**src/dpm_pkg.sv**
```systemverilog
// constants and types shared by the dac power, mute and volume block
// What this block does
// - left dac channel powers up when its power bit is 1; reset keeps it down
// - right dac channel powers up when its power bit is 1; reset keeps it down
// - soft-step field: 00 one step per fs, 01 per 2fs, 10 off, 11 reserved
// - right powered down: output zero, or inverted left output when select bit set
// - auto-mute off at 000; else mute after 100 up to 6400 dc inputs
// - left channel is muted while its mute bit is 1, the reset value
// - right channel is muted while its mute bit is 1, the reset value
// - master volume 00: each channel uses its own volume; 11 is reserved
// - master volume 01: right volume setting drives both channels
// - master volume 10: left volume setting drives both channels
// - left volume is signed half-db gain, +24 db to -63.5 db, resets to 0 db
// - right volume register at next offset uses the same encoding as left
package dpm_pkg;
  localparam int SAMPLE_W   = 16;
  localparam int FIFO_DEPTH = 16;
  localparam int DC_CNT_W   = 13;

  // register offsets
  localparam logic [7:0] ADDR_PWR_SS    = 8'h3f;
  localparam logic [7:0] ADDR_MASTER    = 8'h40;
  localparam logic [7:0] ADDR_LEFT_VOL  = 8'h41;
  localparam logic [7:0] ADDR_RIGHT_VOL = 8'h42;

  // field positions
  localparam int PWR_L_BIT   = 7;
  localparam int PWR_R_BIT   = 6;
  localparam int MOD_INV_BIT = 7;
  localparam int AM_LSB      = 4;
  localparam int MUTE_L_BIT  = 3;
  localparam int MUTE_R_BIT  = 2;

  // values after reset, and the write mask of the power register
  localparam logic [7:0] PWR_SS_RST = 8'h00;
  localparam logic [7:0] MASTER_RST = 8'h0c;
  localparam logic [7:0] VOL_RST    = 8'h00;
  localparam logic [7:0] PWR_SS_WMASK = 8'hc3;

  // auto-mute threshold for code 001, doubled per code step
  localparam logic [DC_CNT_W-1:0] AM_BASE = 13'h0064;

  // gain arithmetic: half-db code offset, steps per 6 db, shift for unity
  localparam logic [8:0] GAIN_OFFSET = 9'h084;
  localparam logic [8:0] GAIN_STEPS  = 9'h00c;
  localparam logic [4:0] GAIN_SHIFT  = 5'h19;
  // q14 mantissas for 0..5.5 db in half-db steps
  localparam logic [11:0][15:0] GAIN_MANT = {16'h78d1, 16'h7209, 16'h6ba2,
    16'h6598, 16'h5fe4, 16'h5a82, 16'h556e, 16'h50a3, 16'h4c1c, 16'h47d6,
    16'h43ce, 16'h4000};

  typedef enum logic [1:0] {
    DPM_SS_EVERY_FS  = 2'h0,
    DPM_SS_EVERY_2FS = 2'h1,
    DPM_SS_OFF       = 2'h2,
    DPM_SS_RSVD      = 2'h3
  } dpm_softstep_t;

  typedef enum logic [1:0] {
    DPM_MV_INDEP = 2'h0,
    DPM_MV_RIGHT = 2'h1,
    DPM_MV_LEFT  = 2'h2,
    DPM_MV_RSVD  = 2'h3
  } dpm_master_t;

  typedef struct packed {
    logic signed [SAMPLE_W-1:0] left;
    logic signed [SAMPLE_W-1:0] right;
  } dpm_sample_t;

  typedef struct packed {
    logic       wr;
    logic       rd;
    logic [7:0] addr;
    logic [7:0] wdata;
  } dpm_reg_req_t;

  typedef struct packed {
    logic [7:0] pwr_ss;
    logic [7:0] master;
    logic [7:0] left_vol;
    logic [7:0] right_vol;
  } dpm_regs_t;
endpackage

```
**src/dpm_fifo.sv**
```systemverilog
// parameterised sample fifo with valid/ready on both sides
module dpm_fifo #(
  parameter int WIDTH = 32,
  parameter int DEPTH = 16
) (
  input  wire logic             clk_i,
  input  wire logic             reset_n_i,
  input  wire logic [WIDTH-1:0] in_data_i,
  input  wire logic             in_valid_i,
  output logic                  in_ready_o,
  output logic [WIDTH-1:0]      out_data_o,
  output logic                  out_valid_o,
  input  wire logic             out_ready_i
);
  localparam int AW = $clog2(DEPTH);

  typedef struct packed {
    logic [DEPTH-1:0][WIDTH-1:0] mem;
    logic [AW-1:0]               wr_ptr;
    logic [AW-1:0]               rd_ptr;
    logic [AW:0]                 count;
    logic                        full;
    logic                        empty;
    logic                        rdy;
  } dpm_fifo_state_t;

  dpm_fifo_state_t st_reg;
  dpm_fifo_state_t st_next;
  logic            push;
  logic            pop;

  // full and empty are kept as flops so ready leaves straight from a register
  always_comb begin
    st_next = st_reg;
    push    = in_valid_i && !st_reg.full;
    pop     = out_ready_i && !st_reg.empty;
    if (push) begin
      st_next.mem[st_reg.wr_ptr] = in_data_i;
      st_next.wr_ptr             = AW'(st_reg.wr_ptr + 1'b1);
    end
    if (pop) begin
      st_next.rd_ptr = AW'(st_reg.rd_ptr + 1'b1);
    end
    st_next.count = (AW+1)'(st_reg.count + {AW'(0), push} - {AW'(0), pop});
    st_next.full  = (st_next.count == (AW+1)'(DEPTH));
    st_next.empty = (st_next.count == '0);
    st_next.rdy   = !st_next.full;
  end

  // synchronous reset leaves the fifo empty
  always_ff @(posedge clk_i) begin
    if (!reset_n_i) begin
      st_reg       <= '0;
      st_reg.empty <= 1'b1;
      st_reg.rdy   <= 1'b1;
    end else begin
      st_reg <= st_next;
    end
  end

  // ready leaves straight from its own flop, no inverter on the port
  assign in_ready_o  = st_reg.rdy;
  assign out_valid_o = !st_reg.empty;
  assign out_data_o  = st_reg.mem[st_reg.rd_ptr];
endmodule

```
**src/dpm_core.sv**
```systemverilog
// dac power, mute, auto-mute and digital volume control with sample path
module dpm_core (
  input  wire logic                  clk_i,
  input  wire logic                  reset_n_i,
  input  wire dpm_pkg::dpm_reg_req_t reg_req_i,
  output logic [7:0]                 reg_rdata_o,
  input  wire dpm_pkg::dpm_sample_t  sample_i,
  input  wire logic                  sample_valid_i,
  output logic                       sample_ready_o,
  output dpm_pkg::dpm_sample_t       sample_o,
  output logic                       out_valid_o,
  input  wire logic                  out_ready_i,
  output logic                       left_pwr_o,
  output logic                       right_pwr_o,
  output logic                       auto_mute_o
);
  import dpm_pkg::*;

  typedef struct packed {
    dpm_regs_t             regs;
    logic [7:0]            rdata;
    logic signed [7:0]     cur_l;
    logic signed [7:0]     cur_r;
    logic                  half;
    dpm_sample_t           prev;
    logic [DC_CNT_W-1:0]   dc_cnt;
    logic                  auto_mute;
    dpm_sample_t           out;
    logic                  out_valid;
  } dpm_core_state_t;

  dpm_core_state_t st_reg;
  dpm_core_state_t st_next;

  dpm_sample_t fifo_data;
  logic        fifo_valid;
  logic        take;

  // one half-db step toward the target, used for both channels
  function automatic logic signed [7:0] dpm_step(input logic signed [7:0] cur,
                                                 input logic signed [7:0] tgt);
    if (cur < tgt) begin
      dpm_step = 8'(cur + 8'sh01);
    end else if (cur > tgt) begin
      dpm_step = 8'(cur - 8'sh01);
    end else begin
      dpm_step = cur;
    end
  endfunction

  // gain is mantissa of the half-db remainder times a power of two per 6 db;
  // a 6 db step is taken as one octave, an error of about 0.02 db per octave
  function automatic logic signed [15:0] dpm_apply_gain(input logic signed [15:0] s,
                                                        input logic signed [7:0] g);
    logic [8:0]         gp;
    logic [3:0]         q;
    logic [3:0]         r;
    logic signed [32:0] prod;
    logic signed [32:0] sh;
    gp   = 9'({g[7], g} + GAIN_OFFSET);
    q    = 4'(gp / GAIN_STEPS);
    r    = 4'(gp % GAIN_STEPS);
    prod = s * $signed({1'b0, GAIN_MANT[r]});
    sh   = prod >>> (GAIN_SHIFT - {1'b0, q});
    if (sh > 33'sh07fff) begin
      dpm_apply_gain = 16'sh7fff;
    end else if (sh < -33'sh08000) begin
      dpm_apply_gain = 16'sh8000;
    end else begin
      dpm_apply_gain = 16'(sh);
    end
  endfunction

  // register read decode; unmapped offsets read as zero
  function automatic logic [7:0] dpm_read(input dpm_regs_t r, input logic [7:0] a);
    case (a)
      ADDR_PWR_SS:    dpm_read = r.pwr_ss;
      ADDR_MASTER:    dpm_read = r.master;
      ADDR_LEFT_VOL:  dpm_read = r.left_vol;
      ADDR_RIGHT_VOL: dpm_read = r.right_vol;
      default:        dpm_read = 8'h00;
    endcase
  endfunction

  // sixteen-sample buffer; when it is full the source is held off
  dpm_fifo #(
    .WIDTH ($bits(dpm_sample_t)),
    .DEPTH (FIFO_DEPTH)
  ) u_fifo (
    .clk_i       (clk_i),
    .reset_n_i   (reset_n_i),
    .in_data_i   (sample_i),
    .in_valid_i  (sample_valid_i),
    .in_ready_o  (sample_ready_o),
    .out_data_o  (fifo_data),
    .out_valid_o (fifo_valid),
    .out_ready_i (take)
  );

  // each sample taken from the fifo is one fs period
  assign take = fifo_valid && (!st_reg.out_valid || out_ready_i);

  // decoded control fields
  logic              pwr_l;
  logic              pwr_r;
  logic              mod_inv;
  logic [2:0]        am_code;
  logic              mute_l;
  logic              mute_r;
  dpm_softstep_t     ss_mode;
  dpm_master_t       mv_mode;
  logic signed [7:0] tgt_l;
  logic signed [7:0] tgt_r;
  logic [DC_CNT_W-1:0] am_thr;

  always_comb begin
    pwr_l   = st_reg.regs.pwr_ss[PWR_L_BIT];
    pwr_r   = st_reg.regs.pwr_ss[PWR_R_BIT];
    ss_mode = dpm_softstep_t'(st_reg.regs.pwr_ss[1:0]);
    mod_inv = st_reg.regs.master[MOD_INV_BIT];
    am_code = st_reg.regs.master[AM_LSB +: 3];
    mute_l  = st_reg.regs.master[MUTE_L_BIT];
    mute_r  = st_reg.regs.master[MUTE_R_BIT];
    mv_mode = dpm_master_t'(st_reg.regs.master[1:0]);
    am_thr  = (am_code == 3'h0) ? '0 : DC_CNT_W'(AM_BASE << (am_code - 3'h1));
    // volume linking; the reserved code falls back to independent
    case (mv_mode)
      DPM_MV_RIGHT: begin
        tgt_l = st_reg.regs.right_vol;
        tgt_r = st_reg.regs.right_vol;
      end
      DPM_MV_LEFT: begin
        tgt_l = st_reg.regs.left_vol;
        tgt_r = st_reg.regs.left_vol;
      end
      default: begin
        tgt_l = st_reg.regs.left_vol;
        tgt_r = st_reg.regs.right_vol;
      end
    endcase
  end

  // next-state logic: registers, soft-step, dc detect and output stage
  always_comb begin
    logic [DC_CNT_W-1:0] cnt_new;
    logic                am_new;
    logic signed [15:0]  gl;
    logic signed [15:0]  gr;
    logic signed [15:0]  lo;
    logic signed [15:0]  ro;
    st_next = st_reg;
    cnt_new = st_reg.dc_cnt;
    am_new  = st_reg.auto_mute;
    gl      = dpm_apply_gain(fifo_data.left, st_reg.cur_l);
    gr      = dpm_apply_gain(fifo_data.right, st_reg.cur_r);
    lo      = '0;
    ro      = '0;

    // host writes at the printed offsets; reserved bits stay zero
    if (reg_req_i.wr) begin
      case (reg_req_i.addr)
        ADDR_PWR_SS:    st_next.regs.pwr_ss = reg_req_i.wdata & PWR_SS_WMASK;
        ADDR_MASTER:    st_next.regs.master = reg_req_i.wdata;
        ADDR_LEFT_VOL:  st_next.regs.left_vol = reg_req_i.wdata;
        ADDR_RIGHT_VOL: st_next.regs.right_vol = reg_req_i.wdata;
        default:        st_next.regs = st_reg.regs;
      endcase
    end
    if (reg_req_i.rd) begin
      st_next.rdata = dpm_read(st_reg.regs, reg_req_i.addr);
    end

    // output word is held until the sink takes it
    if (st_reg.out_valid && out_ready_i) begin
      st_next.out_valid = 1'b0;
    end

    // soft-step disabled (or reserved code): gain follows target at once
    if (ss_mode == DPM_SS_OFF || ss_mode == DPM_SS_RSVD) begin
      st_next.cur_l = tgt_l;
      st_next.cur_r = tgt_r;
    end

    if (take) begin
      // dc run length; any change restarts it and releases the mute
      if (fifo_data == st_reg.prev) begin
        if (st_reg.dc_cnt != '1) begin
          cnt_new = DC_CNT_W'(st_reg.dc_cnt + 1'b1);
        end
      end else begin
        cnt_new = '0;
      end
      am_new = (am_code != 3'h0) && (cnt_new >= am_thr);
      st_next.dc_cnt    = cnt_new;
      st_next.auto_mute = am_new;
      st_next.prev      = fifo_data;

      // soft-step at one step per fs or per two fs
      st_next.half = !st_reg.half;
      if (ss_mode == DPM_SS_EVERY_FS || (ss_mode == DPM_SS_EVERY_2FS && st_reg.half)) begin
        st_next.cur_l = dpm_step(st_reg.cur_l, tgt_l);
        st_next.cur_r = dpm_step(st_reg.cur_r, tgt_r);
      end

      // left path: power, mute and auto-mute force silence
      if (pwr_l && !mute_l && !am_new) begin
        lo = gl;
      end
      // right path; powered down it mirrors the left modulator or sits at zero
      if (pwr_r) begin
        if (!mute_r && !am_new) begin
          ro = gr;
        end
      end else if (mod_inv) begin
        ro = (lo == 16'sh8000) ? 16'sh7fff : 16'(-lo);
      end
      st_next.out.left  = lo;
      st_next.out.right = ro;
      st_next.out_valid = 1'b1;
    end
  end

  // synchronous reset loads the documented register values
  always_ff @(posedge clk_i) begin
    if (!reset_n_i) begin
      st_reg             <= '0;
      st_reg.regs.pwr_ss <= PWR_SS_RST;
      st_reg.regs.master <= MASTER_RST;
      st_reg.regs.left_vol  <= VOL_RST;
      st_reg.regs.right_vol <= VOL_RST;
    end else begin
      st_reg <= st_next;
    end
  end

  assign reg_rdata_o = st_reg.rdata;
  assign sample_o    = st_reg.out;
  assign out_valid_o = st_reg.out_valid;
  assign left_pwr_o  = st_reg.regs.pwr_ss[PWR_L_BIT];
  assign right_pwr_o = st_reg.regs.pwr_ss[PWR_R_BIT];
  assign auto_mute_o = st_reg.auto_mute;
endmodule

```
**config.mk**
```make
export PLATFORM = sky130hd
export DESIGN_NAME = dpm_core
export DESIGN_NICKNAME = d
export VERILOG_FILES = /design/src/dpm_pkg.sv /design/src/dpm_fifo.sv /design/src/dpm_core.sv
export SDC_FILE = /design/constraint.sdc
export NUM_CORES = 2
export LEC_CHECK = 0
export ABC_AREA = 0
export BUFFER_PORTS_ARGS = -buffer_cell sky130_fd_sc_hd__buf_2
export CORE_MARGIN = 2
export CORE_UTILIZATION = 40
export DETAILED_ROUTE_END_ITERATION = 12
export PLACE_DENSITY = 0.58
export SETUP_SLACK_MARGIN = 0.2
export SLEW_MARGIN = 20
export SYNTH_ARGS = -nofsm -noshare
export SYNTH_HDL_FRONTEND = slang
export SYNTH_HIERARCHICAL = 1
export SYNTH_SLANG_ARGS = --single-unit
```
**constraint.sdc**
```tcl
create_clock -name clk_i -period 11.9 [get_ports clk_i]
set_input_delay 1.785 -clock clk_i [delete_from_list [all_inputs] [get_ports clk_i]]
set_output_delay 1.785 -clock clk_i [all_outputs]
set_load 0.02 [all_outputs]
```
* After elaboration in Yosys (flattened, before gate mapping)
Memories as Yosys holds them, arrays and structs flattened. Cells that the tools add are included.
Cells by class: $add $sub $neg 15, shifts and indexed selects 3, divide/modulo/power cells 4, muxes and demuxes 32, magnitude comparators 14, $mul 2, reductions and logical operators 30, equal/unequal tests 15, bitwise operators 0
Operator list (count):
- bitwise mux 512 bit | 1
- 2-to-1 mux 16 bit | 14
- binary-select mux 32 bit (select 4 bit) | 1
- demux 32 bit (select 4 bit) | 1
- 2-to-1 mux 96 bit | 1
- greater-than comparator 33 x 16 -> 1 bit (second input constant) | 2
- less-than comparator 33 x 16 -> 1 bit (second input constant) | 2
- multiplier 16 x 17 -> 33 bit | 2
- >>> shifter 33 x 5 -> 33 bit | 2
- 2-to-1 mux 32 bit | 2
- 2-to-1 mux 13 bit | 4
- 2-to-1 mux 8 bit | 6
- equality test 32 bit | 1
- case mux 8 bit (4 select lines) | 1
- equality test 8 x 7 -> 1 bit (second input constant) | 3
- less-than comparator 4 x 5 -> 1 bit (second input constant) | 4
- adder 9 x 8 -> 9 bit (second input constant) | 2
- divider 9 x 4 -> 9 bit (second input constant) | 2
- modulo 9 x 4 -> 9 bit (second input constant) | 2
- adder 8 x 2 -> 8 bit (second input constant) | 2
- equality test 16 bit (second input constant) | 1
- greater-than comparator 8 bit | 2
- less-than comparator 8 bit | 2
- negation 16 bit | 1
- other kinds (26) | 54
Storage, ports and cells: ROM bits 512, flip-flop bits (word level) 660, latch bits 0, input bits 54, memories kept 2, RAM bits 0, output and inout bits 45
Memory list:
- (name not given) | words 16, bits a word 16, read ports 1, clocked after memory_dff 0, wr ports 0, line dpm_core.sv:63 | prod = s * $signed({1'b0, GAIN_MANT[r]});
- (name not given) | words 16, bits a word 16, read ports 1, clocked after memory_dff 0, wr ports 0, line dpm_core.sv:63

* Depth between registers and ports, before layout
word-level depth 16, depth in mapped cells 52, depth with buffers taken out 46

* Hierarchy
Netlist, hierarchy kept.
Modules (own cells, without submodules):
- dpm_core | seq. area each 2642.5 um2, area each 32307.2 um2, times used 1, cells an instance 4102
- dpm_fifo | seq. area each 10570.1 um2, area each 23621.4 um2, times used 1, cells an instance 2670

* Least setup slack after synthesis
OpenSTA, ideal clock, no wires.
kind register -> register, start register st_reg[91] (netlist name), end register st_reg, in the netlist sample_o[12], path slack -375 ps, stages on the path, launching flop included 48, setup time 70 ps, arrival 12206 ps, clock period less this slack 12275 ps, cells stage by stage dfxtp_1 ha_1 buf_4 xnor2_1 o32a_1 o31a_1 a21oi_1 a221oi_2 o22ai_1 buf_2 clkbuf_1 nand2_1 o21ai_0 a22oi_1 o21ai_0 clkbuf_1 nand2_1 fa_1 [12 not listed] a2111oi_0 nor2_1 xnor2_1 nor2_1 a211o_1 and2_1 a2111oi_0 o2111a_1 a311oi_1 nor2_1 nand2_1 o31a_1 ha_1 inv_1 a221oi_2 and3b_1 o32a_1 a21oi_1
RTL lines:
- to (signal assigned) | line dpm_core.sv:232 | st_reg <= st_next;
- to (decl) | line dpm_core.sv:32 | dpm_core_state_t st_reg;

==> results.py <==
metrics = {
    "placed_design": {
        "gp_congestion": 0.946,
        "io_buffers": 98,
        "hpwlAfterDp_um": 123000,
    },
    "logic_synthesis": {
        "yosys_warnings": 6,
        "ys_ff_latch": 660,
        "synth_cells": 6772,
        "syn-num-nets": 7510,
        "async_flop_share_pct": 0,
        "syn-cell-area_mm2": 0.0559,
        "synth_flop_cell": "dfxtp_1",
        "synth_seq_area_share_pct": 23.6,
        "ys_types": 107,
        "synth_area_per_cell_um2": 8.26,
        "synth_edf_count": 0,
    },
    "floorplan": {
        "dieArea_mm2": 0.143,
        "rows": 137,
        "core_area_mm2": 0.139,
        "die_w_um": 378,
        "die_h_um": 378,
        "ios": 99,
        "start_util_pct": 40.2,
    },
    "outcome": {
        "status": "finished clean",
    },
    "critical_path": {
        "critPathTopFamily": "adder cells",
        "reg2reg_slack_ns": 0.45,
        "regToRegStartpoint": "st_reg[91]$_SDFFE_PN0P_",
        "cp-end-kind": "flip-flop",
        "start_kind": "flip-flop",
        "worstSetupStartpoint": "st_reg[91]$_SDFFE_PN0P_",
        "cp_max_fo": 5,
        "max_stage_delay_ns": 0.58,
        "required_ns": 12.48,
        "crit_path_frequent_cell": "fa_1",
        "path_class": "flip-flop to flip-flop",
        "critPathSlowestCell": "fa_1",
        "worstPathArrival_ns": 12.03,
        "path_buf_inv": 8,
    },
    "detailed_routing": {
        "wire_per_inst_um": 20.2,
        "firstDrtPassIters": 6,
        "drtAntennaViolNets": 0,
        "routed_wl_um": 177000,
        "drc_errors": 0,
        "drt-vias-per-instance": 5.52,
        "drt-initial-drc-count": 3598,
        "dr_total_vias": 48348,
    },
    "timing": {
        "finalClockSkew_ns": 0.0740,
        "hold_viol": 0,
        "rsz0062_at_grt": "yes",
        "final.period_utilization_pct": 96.2,
        "setup_violations": 0,
        "drv_slew": 0,
        "whs_ns": 0.448,
        "maxSlewHeadroom_pct": 23.9,
        "tightest_slew_ns": 1.14,
        "period_minus_slack_ns": 11.45,
        "fmax_ghz": 0.0873,
    },
    "global_routing": {
        "grt_max_degree": 131,
        "overflow": 0,
        "grt_pass1_wl_um": 276000,
        "antenna_found_initial": 13,
        "track_usage_pct": 24.4,
        "grt_pass1_vias": 47947,
    },
    "cells_and_area": {
        "fillCellCount": 13769,
        "syn2layout_area_growth_pct": 13.6,
        "layout_common_cells": "nand2_1 (1,589), dfxtp_1 (656), inv_1 (555)",
        "drive_gt1_share_pct": 15.1,
        "nets": 7554,
        "largest_reg_flops": 527,
        "final_common_cell": "nand2_1",
        "final_core_util_pct": 45.6,
    },
    "clocking": {
        "cts.clk_slew.worst_paths_ns": 0.06,
        "clockRootBuffer": "clkbuf_16",
        "cts_tree": "yes",
        "cts_buffers": 78,
        "cts_num_sinks": 660,
        "cts_buffer_depth": 3,
        "cts.htree.levels": 3,
        "clkLatencyLatePin_ns": 0.72,
    },
    "job": {
        "maxCapViolCount": 0,
    },
    "min_path": {
        "min_from": "u_fifo/st_reg[113]$_SDFFE_PN0P_",
        "hold_path_class": "flip-flop to flip-flop",
    },
}
-- cell families (layout without fill, tap and decap cells) --
logic type | after synthesis | after routing | share of synthesized area (%)
multiplexers | 284 | 284 | 8.34
buffers and inverters | 1098 | 1202 | 8.00
other | 0 | 3 | 0
AO/OA/AOI/OAI | 1457 | 1457 | 18.8
flip-flops | 660 | 660 | 23.6
adder cells (fa/ha/maj) | 684 | 684 | 20.2
AND/OR/NAND/NOR | 2462 | 2462 | 19.1
XOR/XNOR | 127 | 127 | 1.99
-- final cells by class --
type	instances	area [µm²]	area share, %
Clock buffer	119	2320	3.65
Sequential cell	660	13200	20.8
Timing Repair Buffer	499	3680	5.80
Clock inverter	21	364	0.573
Antenna cell	3	7.51	0.0118
Inverter	563	2110	3.33
Multi-Input combinational cell	5014	39500	62.1
Tap cell	1876	2350	3.70
-- final timing paths --
kind	to	cells after the start
setup / recovery	sample_o[12]$_SDFFE_PN0P_	44
hold / removal	u_fifo/st_reg[113]$_SDFFE_PN0P_	2
setup reg to reg	sample_o[12]$_SDFFE_PN0P_	44
hold reg to reg	u_fifo/st_reg[113]$_SDFFE_PN0P_	2
-- synth_stat cells (11+ instances only) --
| master | number | area (µm²) |
|---|---|---|
| a2111oi_0 | 12 | 105 |
| a211o_1 | 17 | 149 |
| a211oi_1 | 48 | 360 |
| a21boi_0 | 224 | 1680 |
| a21boi_1 | 361 | 2710 |
| a21o_1 | 45 | 338 |
| a21oi_1 | 176 | 881 |
| a22oi_1 | 79 | 593 |
| a311oi_1 | 14 | 123 |
| a31oi_1 | 28 | 175 |
| and2_1 | 230 | 1440 |
| and3_1 | 25 | 156 |
| buf_1 | 15 | 56.3 |
| buf_2 | 75 | 375 |
| buf_4 | 49 | 368 |
| clkbuf_1 | 386 | 1450 |
| dfxtp_1 | 660 | 13200 |
| fa_1 | 365 | 7310 |
| ha_1 | 319 | 3990 |
| inv_1 | 559 | 2100 |
| mux2_2 | 34 | 383 |
| mux2i_1 | 105 | 1050 |
| mux4_2 | 142 | 3200 |
| nand2_1 | 1597 | 5990 |
| nand2b_1 | 32 | 200 |
| nand3_1 | 74 | 370 |
| nand4_1 | 38 | 238 |
| nor2_1 | 272 | 1020 |
| nor2b_1 | 57 | 357 |
| nor3_1 | 64 | 320 |
| o211ai_1 | 39 | 293 |
| o21a_1 | 40 | 300 |
| o21ai_0 | 144 | 721 |
| o21bai_1 | 22 | 165 |
| o221a_2 | 11 | 124 |
| o221ai_1 | 16 | 140 |
| o22ai_1 | 18 | 113 |
| o31ai_1 | 17 | 128 |
| xnor2_1 | 89 | 780 |
| xor2_1 | 38 | 333 |
-- what timing repair did --
| action | 4_1_cts | 5_1_grt |
|---|---|---|
| setup endpoints to repair | 18 | 32 |
| pin swaps | 8 | 95 |
| hold buffers | 0 | 0 |
| gates cloned | 0 | 2 |
| resized for setup | 21 | 184 |
| buffers inserted | 0 | 16 |
-- routing by layer --
metal | global-route usage (%) | vias up | wire length (µm) | share of wire [%]
met5 | 0 | - | 58 | 0.033
met2 | 42.1 | 1306 | 85900 | 49
met3 | 2.78 | 309 | 8660 | 4.9
met4 | 7.01 | 8 | 5050 | 2.9
li1 | - | 22759 | - | -
met1 | 32.1 | 23966 | 77100 | 44
-- worst min-delay path, stage by stage, from the launching register on --
cell and delay [ns]:
dfxtp_1 0.30, nand2_1 0.05, a21boi_1 0.05
-- stage by stage --
stage | worst slack (ns) | TNS, ns | instance area, µm² | instances
6_report | 0.447 | 0 | 63500 | 8755
5_1_grt | 0.0177 | 0 | 63500 | 8754
4_1_cts | 0.201 | 0 | 62500 | 8734
3_5_place_dp | -0.170 | -1.77 | 59700 | 8594
3_3_place_gp | 0.111 | 0 | 59700 | 8594
2_1_floorplan | 0.219 | 0 | 56000 | 6772
Power is not shown: default switching activity piles up to over one toggle a cycle in this logic, so the estimate is an artifact.
